**config.mk**
```make
export PLATFORM = sky130hd
export DESIGN_NAME = ivh_handler_flat
export DESIGN_NICKNAME = d
export VERILOG_FILES = /design/src/logic/ivh_pkg.sv /design/src/logic/ivh_if.sv /design/src/logic/ivh_handler.sv /design/src/flat_wrapper.sv
export SDC_FILE = /design/constraint.sdc
export NUM_CORES = 1
export LEC_CHECK = 0
export BUFFER_PORTS_ARGS = -buffer_cell sky130_fd_sc_hd__clkbuf_2
export CAP_MARGIN = 20
export CELL_PAD_IN_SITES_DETAIL_PLACEMENT = 1
export CELL_PAD_IN_SITES_GLOBAL_PLACEMENT = 1
export CORE_MARGIN = 2
export CORE_UTILIZATION = 25
export DETAILED_ROUTE_END_ITERATION = 10
export PLACE_DENSITY = 0.8
export RECOVER_POWER = 100
export SETUP_SLACK_MARGIN = 0.2
export SYNTH_ARGS = -nofsm -noshare
export SYNTH_HDL_FRONTEND = slang
export SYNTH_SLANG_ARGS = --single-unit
export TNS_END_PERCENT = 20
```
**constraint.sdc**
```tcl
create_clock -name core_clk -period 1.5 [get_ports core_clk]
set_input_delay 0.225 -clock core_clk [delete_from_list [all_inputs] [get_ports core_clk]]
set_output_delay 0.225 -clock core_clk [all_outputs]
set_load 0.02 [all_outputs]
```
**src/logic/ivh_pkg.sv**
```systemverilog
// Shared constants and types for the vectored interrupt handler and its core end
package ivh_pkg;

  // ==========================================================================
  // Source slots
  localparam int NUM_SLOT  = 15;
  localparam int SLOT_W    = 4;
  localparam int NUM_EXT   = 2;
  localparam int SLOT_EXT0 = 0;
  localparam int SLOT_EXT1 = 2;
  localparam int SRC_EN_BITS = 7;
  localparam int GLB_EN_BIT  = 7;

  // Slots 8 and 13 hold no source; slots 1 and 3 clear on vectoring
  localparam logic [NUM_SLOT-1:0] RESERVED_MASK = 15'h2100;
  localparam logic [NUM_SLOT-1:0] HWCLR_MASK    = 15'h000A;

  // ==========================================================================
  // Vectors
  localparam int                VEC_W        = 16;
  localparam int                VEC_SHIFT    = 3;
  localparam logic [VEC_W-1:0]  VEC_BASE     = 16'h0003;
  localparam logic [VEC_W-1:0]  RESET_VECTOR = 16'h0000;

  // ==========================================================================
  // Timer control flag positions
  localparam int TMR_CTL_W          = 8;
  localparam int TMR_CTL_TRIG0_BIT  = 0;
  localparam int TMR_CTL_PEND0_BIT  = 1;
  localparam int TMR_CTL_TRIG1_BIT  = 2;
  localparam int TMR_CTL_PEND1_BIT  = 3;

  // ==========================================================================
  // Timing and pin conditioning
  localparam int   DETECT_CYC     = 1;
  localparam int   CALL_CYC       = 4;
  localparam int   CNT_W          = 3;
  localparam int   SYNC_STAGES    = 3;
  localparam logic EXT_IDLE_LEVEL = 1'b1;

  typedef enum logic [0:0] {
    IVH_ST_IDLE = 1'b0,
    IVH_ST_CALL = 1'b1
  } ivh_call_state_t;

endpackage

```
**src/logic/ivh_if.sv**
```systemverilog
// Link between the interrupt handler and the core end
`timescale 1ns/1ps
`default_nettype none
interface ivh_if;
  import ivh_pkg::*;

  logic                irq_req;
  logic [VEC_W-1:0]    irq_vector;
  logic [SLOT_W-1:0]   irq_slot;
  logic                irq_high;
  logic                irq_ack;
  logic [SLOT_W-1:0]   ack_slot;
  logic                ack_high;
  logic                ret_done;

  modport handler (
    output irq_req,
    output irq_vector,
    output irq_slot,
    output irq_high,
    input  irq_ack,
    input  ack_slot,
    input  ack_high,
    input  ret_done
  );

  modport core (
    input  irq_req,
    input  irq_vector,
    input  irq_slot,
    input  irq_high,
    output irq_ack,
    output ack_slot,
    output ack_high,
    output ret_done
  );
endinterface
`default_nettype wire

```
**src/logic/ivh_handler.sv**
```systemverilog
// Two-level vectored interrupt handler: pending flags, masking, priority, pins
// Notes on behaviour
// - Thirteen sources, each high or low priority
// - Pending flag sets regardless of any enable
// - Enabled pending source makes core long-call vector
// - Routines end with return; core resumes program
// - Disabled source's flag produces no request
// - Global enable zero masks every source
// - Request during enable clear: single-cycle next
// - Software follows enable clear with two-byte opcode
// - Few flags clear on vectoring; software clears rest
// - Flag still set after return re-requests
// - Software writing one acts like real event, except level-mode external flags, which follow the pin
// - Trigger one edge; polarity one active high
// - External inputs watch pins, routing untouched
// - External pending flags in timer control bits
// - Edge-mode external flag clears on vectoring
// - Level-mode external flag follows active input
// - Level source holds input until recognized
// - High preempts low; high never preempted
// - Higher level first, fixed order breaks ties
// - Sample each cycle; call takes four more
// - Vectors from 0x0003, step eight per slot
// - Equal level waits for return plus one
`timescale 1ns/1ps
`default_nettype none
module ivh_handler (
  // Clock and reset
  input  wire logic                           core_clk,
  input  wire logic                           rst,
  // Core side
  ivh_if.handler                              core,
  // Peripheral events and software flag writes, one bit per slot
  input  wire logic [ivh_pkg::NUM_SLOT-1:0]   src_event,
  input  wire logic [ivh_pkg::NUM_SLOT-1:0]   sw_set,
  input  wire logic [ivh_pkg::NUM_SLOT-1:0]   sw_clr,
  // Enable and priority registers
  input  wire logic [7:0]                     irq_enable_reg,
  input  wire logic [7:0]                     extended_irq_enable_reg,
  input  wire logic [7:0]                     irq_priority_reg,
  input  wire logic [7:0]                     extended_irq_priority_reg,
  // External interrupt configuration and pins
  input  wire logic                           ext0_trigger_type,
  input  wire logic                           ext1_trigger_type,
  input  wire logic                           ext0_polarity,
  input  wire logic                           ext1_polarity,
  input  wire logic                           ext_irq0_input,
  input  wire logic                           ext1_irq_input,
  // Status
  output logic      [ivh_pkg::NUM_SLOT-1:0]   pending,
  output logic      [ivh_pkg::TMR_CTL_W-1:0]  timer_control_reg,
  output logic                                ext0_pending,
  output logic                                ext1_pending,
  output logic                                high_in_service,
  output logic                                low_in_service
);
  import ivh_pkg::*;

  // ==========================================================================
  // Lowest set index wins, which gives the fixed order within a level
  function automatic logic [SLOT_W-1:0] first_set(input logic [NUM_SLOT-1:0] v);
    logic [SLOT_W-1:0] r;
    r = '0;
    for (int i = NUM_SLOT - 1; i >= 0; i--) begin
      if (v[i]) begin
        r = SLOT_W'(i);
      end
    end
    return r;
  endfunction

  // ==========================================================================
  // External pin conditioning
  wire logic [NUM_EXT-1:0] ext_pin  = {ext1_irq_input, ext_irq0_input};
  wire logic [NUM_EXT-1:0] ext_pol  = {ext1_polarity, ext0_polarity};
  wire logic [NUM_EXT-1:0] ext_trig = {ext1_trigger_type, ext0_trigger_type};
  logic      [NUM_EXT-1:0] ext_active;
  logic      [NUM_EXT-1:0] ext_edge;

  generate
    for (genvar c = 0; c < NUM_EXT; c++) begin : g_ext
      logic [SYNC_STAGES-1:0] sync_q;
      logic                   filt_q;
      logic                   act_prev_q;
      wire logic              agree = (sync_q[1] == sync_q[2]);
      wire logic              act   = ext_pol[c] ? filt_q : ~filt_q;

      // Pin only observed, never driven, so routed peripherals are unaffected
      always_ff @(posedge core_clk or posedge rst) begin
        if (rst) begin
          sync_q     <= {SYNC_STAGES{EXT_IDLE_LEVEL}};
          filt_q     <= EXT_IDLE_LEVEL;
          // Starts as active so that neither polarity sees a false edge after reset
          act_prev_q <= 1'b1;
        end else begin
          sync_q     <= {sync_q[SYNC_STAGES-2:0], ext_pin[c]};
          filt_q     <= agree ? sync_q[2] : filt_q;
          act_prev_q <= act;
        end
      end

      assign ext_active[c] = act;
      assign ext_edge[c]   = act & ~act_prev_q;
    end
  endgenerate

  // ==========================================================================
  // Pending flags
  logic [NUM_SLOT-1:0] pend_q;
  logic [NUM_SLOT-1:0] pend_d;
  logic [NUM_SLOT-1:0] hw_clr;

  generate
    for (genvar i = 0; i < NUM_SLOT; i++) begin : g_slot
      localparam bit IS_EXT = (i == SLOT_EXT0) || (i == SLOT_EXT1);
      localparam int CH     = (i == SLOT_EXT0) ? 0 : 1;
      wire logic hit = core.irq_ack && (core.ack_slot == SLOT_W'(i));

      if (RESERVED_MASK[i]) begin : g_rsv
        assign hw_clr[i] = 1'b0;
        assign pend_d[i] = 1'b0;
      end else if (IS_EXT) begin : g_x
        assign hw_clr[i] = hit & ext_trig[CH];
        // Level mode mirrors the input; edge mode is sticky, set beats clear
        assign pend_d[i] = ext_trig[CH]
                         ? (ext_edge[CH] | sw_set[i] | (pend_q[i] & ~(sw_clr[i] | hw_clr[i])))
                         : ext_active[CH];
      end else begin : g_p
        assign hw_clr[i] = hit & HWCLR_MASK[i];
        assign pend_d[i] = src_event[i] | sw_set[i]
                         | (pend_q[i] & ~(sw_clr[i] | hw_clr[i]));
      end
    end
  endgenerate

  always_ff @(posedge core_clk or posedge rst) begin
    if (rst) begin
      pend_q <= '0;
    end else begin
      pend_q <= pend_d;
    end
  end

  // ==========================================================================
  // Masking and priority decode, once per clock
  wire logic                glb_en  = irq_enable_reg[GLB_EN_BIT];
  wire logic [NUM_SLOT-1:0] src_en  = {extended_irq_enable_reg,
                                       irq_enable_reg[SRC_EN_BITS-1:0]};
  wire logic [NUM_SLOT-1:0] src_pri = {extended_irq_priority_reg,
                                       irq_priority_reg[SRC_EN_BITS-1:0]};
  wire logic [NUM_SLOT-1:0] eligible = pend_q & src_en & {NUM_SLOT{glb_en}}
                                     & ~RESERVED_MASK;
  wire logic [NUM_SLOT-1:0] hi_req = eligible & src_pri;
  wire logic [NUM_SLOT-1:0] lo_req = eligible & ~src_pri;

  logic hi_act_q;
  logic lo_act_q;

  // A running high routine blocks everything; a low one blocks only low
  wire logic take_hi  = (|hi_req) & ~hi_act_q;
  wire logic take_lo  = ~(|hi_req) & (|lo_req) & ~hi_act_q & ~lo_act_q;
  wire logic take     = take_hi | take_lo;
  wire logic [SLOT_W-1:0] win_slot = take_hi ? first_set(hi_req) : first_set(lo_req);
  wire logic [VEC_W-1:0]  win_vec  = VEC_BASE + (VEC_W'(win_slot) << VEC_SHIFT);

  logic                req_q;
  logic [VEC_W-1:0]    vec_q;
  logic [SLOT_W-1:0]   slot_q;
  logic                high_q;

  // Registered request is the one detection cycle ahead of the call
  always_ff @(posedge core_clk or posedge rst) begin
    if (rst) begin
      req_q  <= 1'b0;
      vec_q  <= RESET_VECTOR;
      slot_q <= '0;
      high_q <= 1'b0;
    end else begin
      req_q  <= take & ~core.irq_ack;
      vec_q  <= win_vec;
      slot_q <= win_slot;
      high_q <= take_hi;
    end
  end

  // ==========================================================================
  // In-service levels: set on vectoring, innermost level released on return
  wire logic ret_hi = core.ret_done & hi_act_q;
  wire logic ret_lo = core.ret_done & ~hi_act_q;

  always_ff @(posedge core_clk or posedge rst) begin
    if (rst) begin
      hi_act_q <= 1'b0;
      lo_act_q <= 1'b0;
    end else begin
      hi_act_q <= (core.irq_ack & core.ack_high) | (hi_act_q & ~ret_hi);
      lo_act_q <= (core.irq_ack & ~core.ack_high) | (lo_act_q & ~ret_lo);
    end
  end

  // ==========================================================================
  // Outputs
  assign core.irq_req    = req_q;
  assign core.irq_vector = vec_q;
  assign core.irq_slot   = slot_q;
  assign core.irq_high   = high_q;

  assign pending         = pend_q;
  assign ext0_pending    = pend_q[SLOT_EXT0];
  assign ext1_pending    = pend_q[SLOT_EXT1];
  assign high_in_service = hi_act_q;
  assign low_in_service  = lo_act_q;

  always_comb begin
    timer_control_reg               = '0;
    timer_control_reg[TMR_CTL_TRIG0_BIT] = ext0_trigger_type;
    timer_control_reg[TMR_CTL_PEND0_BIT] = pend_q[SLOT_EXT0];
    timer_control_reg[TMR_CTL_TRIG1_BIT] = ext1_trigger_type;
    timer_control_reg[TMR_CTL_PEND1_BIT] = pend_q[SLOT_EXT1];
  end

endmodule // ivh_handler
`default_nettype wire

```
**src/flat_wrapper.sv**
```systemverilog
// flat-port wrapper written by rule: the top's interface ports become plain ports
module ivh_handler_flat import ivh_pkg::*;
  (core_clk, rst, src_event, sw_set, sw_clr, irq_enable_reg, extended_irq_enable_reg, irq_priority_reg, extended_irq_priority_reg, ext0_trigger_type, ext1_trigger_type, ext0_polarity, ext1_polarity, ext_irq0_input, ext1_irq_input, pending, timer_control_reg, ext0_pending, ext1_pending, high_in_service, low_in_service, core_irq_req, core_irq_vector, core_irq_slot, core_irq_high, core_irq_ack, core_ack_slot, core_ack_high, core_ret_done);
  ivh_if core_i ();
  input  wire logic core_clk;
  input  wire logic rst;
  input  wire logic [ivh_pkg::NUM_SLOT-1:0] src_event;
  input  wire logic [ivh_pkg::NUM_SLOT-1:0] sw_set;
  input  wire logic [ivh_pkg::NUM_SLOT-1:0] sw_clr;
  input  wire logic [7:0] irq_enable_reg;
  input  wire logic [7:0] extended_irq_enable_reg;
  input  wire logic [7:0] irq_priority_reg;
  input  wire logic [7:0] extended_irq_priority_reg;
  input  wire logic ext0_trigger_type;
  input  wire logic ext1_trigger_type;
  input  wire logic ext0_polarity;
  input  wire logic ext1_polarity;
  input  wire logic ext_irq0_input;
  input  wire logic ext1_irq_input;
  output logic      [ivh_pkg::NUM_SLOT-1:0] pending;
  output logic      [ivh_pkg::TMR_CTL_W-1:0] timer_control_reg;
  output logic ext0_pending;
  output logic ext1_pending;
  output logic high_in_service;
  output logic low_in_service;
  output wire logic [$bits(core_i.irq_req)-1:0] core_irq_req;
  output wire logic [$bits(core_i.irq_vector)-1:0] core_irq_vector;
  output wire logic [$bits(core_i.irq_slot)-1:0] core_irq_slot;
  output wire logic [$bits(core_i.irq_high)-1:0] core_irq_high;
  input wire logic [$bits(core_i.irq_ack)-1:0] core_irq_ack;
  input wire logic [$bits(core_i.ack_slot)-1:0] core_ack_slot;
  input wire logic [$bits(core_i.ack_high)-1:0] core_ack_high;
  input wire logic [$bits(core_i.ret_done)-1:0] core_ret_done;
  assign core_irq_req = core_i.irq_req;
  assign core_irq_vector = core_i.irq_vector;
  assign core_irq_slot = core_i.irq_slot;
  assign core_irq_high = core_i.irq_high;
  assign core_i.irq_ack = core_irq_ack;
  assign core_i.ack_slot = core_ack_slot;
  assign core_i.ack_high = core_ack_high;
  assign core_i.ret_done = core_ret_done;
  ivh_handler u_core (.core_clk(core_clk), .rst(rst), .core(core_i), .src_event(src_event), .sw_set(sw_set), .sw_clr(sw_clr), .irq_enable_reg(irq_enable_reg), .extended_irq_enable_reg(extended_irq_enable_reg), .irq_priority_reg(irq_priority_reg), .extended_irq_priority_reg(extended_irq_priority_reg), .ext0_trigger_type(ext0_trigger_type), .ext1_trigger_type(ext1_trigger_type), .ext0_polarity(ext0_polarity), .ext1_polarity(ext1_polarity), .ext_irq0_input(ext_irq0_input), .ext1_irq_input(ext1_irq_input), .pending(pending), .timer_control_reg(timer_control_reg), .ext0_pending(ext0_pending), .ext1_pending(ext1_pending), .high_in_service(high_in_service), .low_in_service(low_in_service));
endmodule
```
**After elaboration in Yosys (flattened, before gate mapping)**

Index checks and enable logic that the tools add are counted.

- Bits in registers: 47
- Logic and storage cells: 151

- Add/subtract/negate cells: 1
- Equal/unequal tests: 5
- Multiplexer cells: 35
- Bitwise operators: 90
- Reduce and logical (&&, ||, !) cells: 7

Operator list:

| kind | number |
|---|---|
| 4-bit 2-to-1 mux | 31 |
| 15-bit AND | 4 |
| 1-bit bitwise OR | 33 |
| 15-bit OR reduction | 2 |
| 1-bit AND | 28 |
| 1-bit inverter | 24 |
| 15-bit inverter | 1 |
| 2-bit by 7-bit adder with 8-bit output, first input constant | 1 |
| 4-bit by 2-bit equality test with 1-bit output, second input constant | 2 |
| 4-bit by 1-bit equality test with 1-bit output, second input constant | 1 |
| 1-bit logical AND | 4 |
| 4-bit zero test | 1 |
| 1-bit 2-to-1 mux | 4 |
| 1-bit equality test | 2 |

**Longest topological paths before layout**

- Depth after elaboration: 20
- Gate-level depth with buffers: 7
- Gate-level depth less buffers: 5

**Worst setup path before layout**

No wires, ideal clock.

- Path type: register to register
- Start point: reg u_core.pend_q[1] (netlist: u_core.pending[1])
- End point: reg u_core.slot_q[2] (netlist: u_core.core.irq_slot[2])
- Data arrival time: 1.486 ns
- Slack: -0.111 ns
- Stages on the path, launching flop included: 6
- Buffers on the path: 0
- Clock period less this slack: 1.611 ns
- Cells stage by stage: dfrtp_1 > nand4_2 > nand2_2 > nor4_4 > a21oi_2 > mux2_4

- Cells in the longest elaborated chain, start to end: 6
- Elaborated cells between the ends (all ways): 11

Ends and longest elaborated chain:

| element | RTL line | text |
|---|---|---|
| start, declared | ivh_handler.sv:109 | `logic [NUM_SLOT-1:0] pend_q;` |
| start signal, assigned | ivh_handler.sv:140 | `pend_q <= pend_d;` |
| 15-bit AND (2 in a row) | ivh_handler.sv:151 | `wire logic [NUM_SLOT-1:0] eligible = pend_q & src_en & {NUM_SLOT{glb_en}}` |
| 15-bit AND | ivh_handler.sv:153 | `wire logic [NUM_SLOT-1:0] hi_req = eligible & src_pri;` |
| 15-bit OR reduction | ivh_handler.sv:160 | `wire logic take_hi = (\|hi_req) & ~hi_act_q;` |
| 1-bit AND | ivh_handler.sv:160 |  |
| named net u_core.take_hi | ivh_handler.sv:160 |  |
| 4-bit 2-to-1 mux | ivh_handler.sv:163 | `wire logic [SLOT_W-1:0] win_slot = take_hi ? first_set(hi_req) : first_set(lo_req);` |
| named net u_core.win_slot[2] | ivh_handler.sv:163 |  |
| end signal, assigned | ivh_handler.sv:181 | `slot_q <= win_slot;` |
| end, declared | ivh_handler.sv:168 | `logic [SLOT_W-1:0] slot_q;` |

The timed path passes the listed nets, and every way through them passes these cells.
A chain may end at the register's enable or synchronous reset.

**Worst setup path in the final report**

- Start point: reg u_core.pend_q[5] (netlist: u_core.pending[5])
- End point: reg u_core.slot_q[0] (netlist: u_core.core.irq_slot[0])

- Cells in the longest elaborated chain, start to end: 10
- Elaborated cells between the ends (all ways): 19

Ends and longest elaborated chain:

| element | RTL line | text |
|---|---|---|
| 15-bit AND * (2 in a row) | ivh_handler.sv:151 |  |
| 15-bit AND (on tied branches) | ivh_handler.sv:154, ivh_handler.sv:153 |  |
| 4-bit 2-to-1 mux (6 in a row) | ivh_handler.sv:65 | `if (v[i]) begin` |
| 4-bit 2-to-1 mux * | ivh_handler.sv:163 |  |
| named net u_core.win_slot[0] | ivh_handler.sv:163 |  |

The timed path passes the listed nets; every way through them passes the cells marked *.

==> run metrics <==
Post-CTS Setup Inserts 0; cell-by-cell trace of the critical path and4b_1, o32a_1, o41ai_2, buf_4, a31o_4, mux2i_1; Multi-input gate area 951 µm²; initial antenna violation count 0; Period minus WS final 1490 ps; WP data required 1670 ps; Die Y 92.0 µm; Placed Cells 425; Main synth FF type dfrtp_1; crit start category flip-flop; Syn Std Cell Area 1940 µm²; drt first pass iters 4; via count of the first global-routing pass 2,087; Setup CP Type reg -> reg; HPWL Detailed 5090 µm; largest net degree at the start of global routing 33; post-synth top area share 0.284; first-pass GRT wire length 9690 µm; Hold Fails Final Rpt 0; RSZ-0062 raised after global routing yes; Die ar. 8460 µm²; routed length on met3 408 µm; setup violators final 0; # diodes 0; Bufs and invs on worst path 1; share of cells above drive strength 1 0.417; Yosys top cell by area dfrtp_1; Worst Setup End Kind flip-flop; synthesized flop and latch total 32; TritonCTS clock tree done; Congestion Overflow GR 0; Mean Syn Cell Area 9.54 µm²; Rel. slew slack 0.475; register area 821 µm²; Site Rows 32; final worst path period share 0.992; final std cells w/o fill 433; drt via density 4.59; Arrival @ worst endpoint 1660 ps; Post-synth ARST share 1.00; DR DRC count 0; Total Routing Usage GR 0.143; IO Pins 141; Synth area leaders dfrtp_1 28%, dfstp_2 14%, buf_4 11%; Final nets 422; CP max stage delay 420 ps; cts bufs inserted 5; routed len/inst 14.1 µm; Met1 Routed Length 2300 µm; Max Freq 672 MHz; metal2 WL 3300 µm; sequential area share after synthesis 0.420; core area 7610 µm²; Hold Slack 11.0 ps; top routing layer used met4; worst slew pin tran 787 ps; Post-Syn Instances 203; Setup Skew 3.41 ps; antenna viol nets, final 0; Port Buffer Count 111; clock root buffer clkbuf_8; maxcap violations 0; pwr dens 939 nW/µm²; Worst path top cell family by delay compound AO/OA/AOI/OAI gates; hold crit path type in -> reg; RePlAce Congestion 0.812; Post-synth EDFFs 0; cell leakage power 1.35 nW; Reg clk slew, reported paths 70 ps; Initial Util 0.254; Peak VDD IR 0.378 mV; Yosys warnings 0; CP max stage cell dfrtp_1; worst skew pair latency 290 ps; Crit Path Max Fanout 3; detailed-route via count 1,986; Final Max Tran Viols 0; outcome complete, no violations; fillers 965; most common cell in the netlist buf_4; Layout area overhead 42.9%; Chip Width 92.0 µm; clk sinks 32; initial drt markers 64; H-Tree Depth 2; Final Util 0.363; Commonest cells post-synth 28 x buf_4, 22 x dfrtp_1, 17 x o21ai_0; drt total wl 6090 µm; Synth cell types 44; CTS Buffer Depth 2
==> per-stage QoR <==
step	setup WS, ps	area, µm²	power, mW	setup TNS (ps)
2_1_floorplan	-41.4	2020	1.53	-41.4
3_3_place_gp	-123	2670	1.77	-402
3_5_place_dp	-197	2670	1.80	-682
4_1_cts	-2.67	2810	2.66	-2.67
5_1_grt	-67.7	2770	2.73	-179
6_report	12.2	2770	2.60	0
==> layer usage <==
layer,global-route usage,vias to the layer above
met3,0.0435,8
li1,-,944
met1,0.150,965
met2,0.270,69
met4,0.0435,0
met5,0,-
==> final cells by class <==
type	instances	share of cell area
well taps	102	0.0462
flip-flops and latches	32	0.297
multi-input cells	141	0.344
repair buffers	135	0.252
inverters	15	0.0204
clock buffers	5	0.0249
clock inverters	3	0.0154
==> final timing paths <==
| check | start | to | slack (ps) | cells past startpoint |
|---|---|---|---|---|
| min | ext_irq0_input | u_core.g_ext[0].sync_q[0] | 10 | 1 |
| max in group asynchronous | rst | u_core.pending[6] | 810 | 3 |
| max reg2reg | u_core.pending[5] | u_core.core.irq_slot[0] | 10 | 6 |
| min in group asynchronous | rst | u_core.pending[12] | 130 | 3 |
| min reg2reg | u_core.g_ext[1].sync_q[0] | u_core.g_ext[1].sync_q[1] | 360 | 0 |
| max | u_core.pending[5] | u_core.core.irq_slot[0] | 10 | 6 |
==> cells by family after synthesis <==
logic type                 synth area share
and+or+nand+nor                       0.248
buffers and inverters                 0.149
AOI/OAI and AO/OA                     0.146
DFF                                   0.420
adders and majority gates            0.0103
other                               0.00388
xor gates and xnor gates            0.00905
muxes                                0.0129
==> flip-flops by register name (all words and copies together) (netlist names) <==
name	flops
u_core.core.irq_high	1
u_core.core.irq_req	1
u_core.core.irq_slot	4
u_core.core.irq_vector	1
u_core.g_ext.act_prev_q	2
u_core.g_ext.filt_q	2
u_core.g_ext.sync_q	6
u_core.high_in_service	1
u_core.low_in_service	1
u_core.pending	13
==> where the power goes <==
part           total, mW  switching (mW)  internal, mW
logic              0.747           0.445         0.302
registers           1.02          0.0570         0.960
clock network      0.833           0.342         0.491
total               2.60           0.844          1.75
==> timing repair <==
item / 4_1_cts / 5_1_grt
endpoints found under the setup margin: 6 / 6
pin swaps: 6 / 3
gates cloned: 0 / 0
hold buffers: 0 / 0
resized for setup: 8 / 3
==> placed cells by master (no fill, tap or decap), drive strengths merged, types with 2 or more instances in the layout <==
master / n
nand2: 14
conb: 17
clkbuf: 122
buf: 18
o21ai: 17
o21a: 3
o22ai: 2
nor3b: 2
nand3: 6
nor2b: 2
a211oi: 3
xnor2: 2
dfrtp: 22
nand2b: 4
nor3: 2
inv: 15
a31oi: 2
and4b: 7
nand4b: 6
nor2: 13
dfstp: 10
nand4: 15
a21oi: 2
a311o: 2
o21bai: 3
maj3: 2
Note: power is estimated with default switching activity, not from simulation.
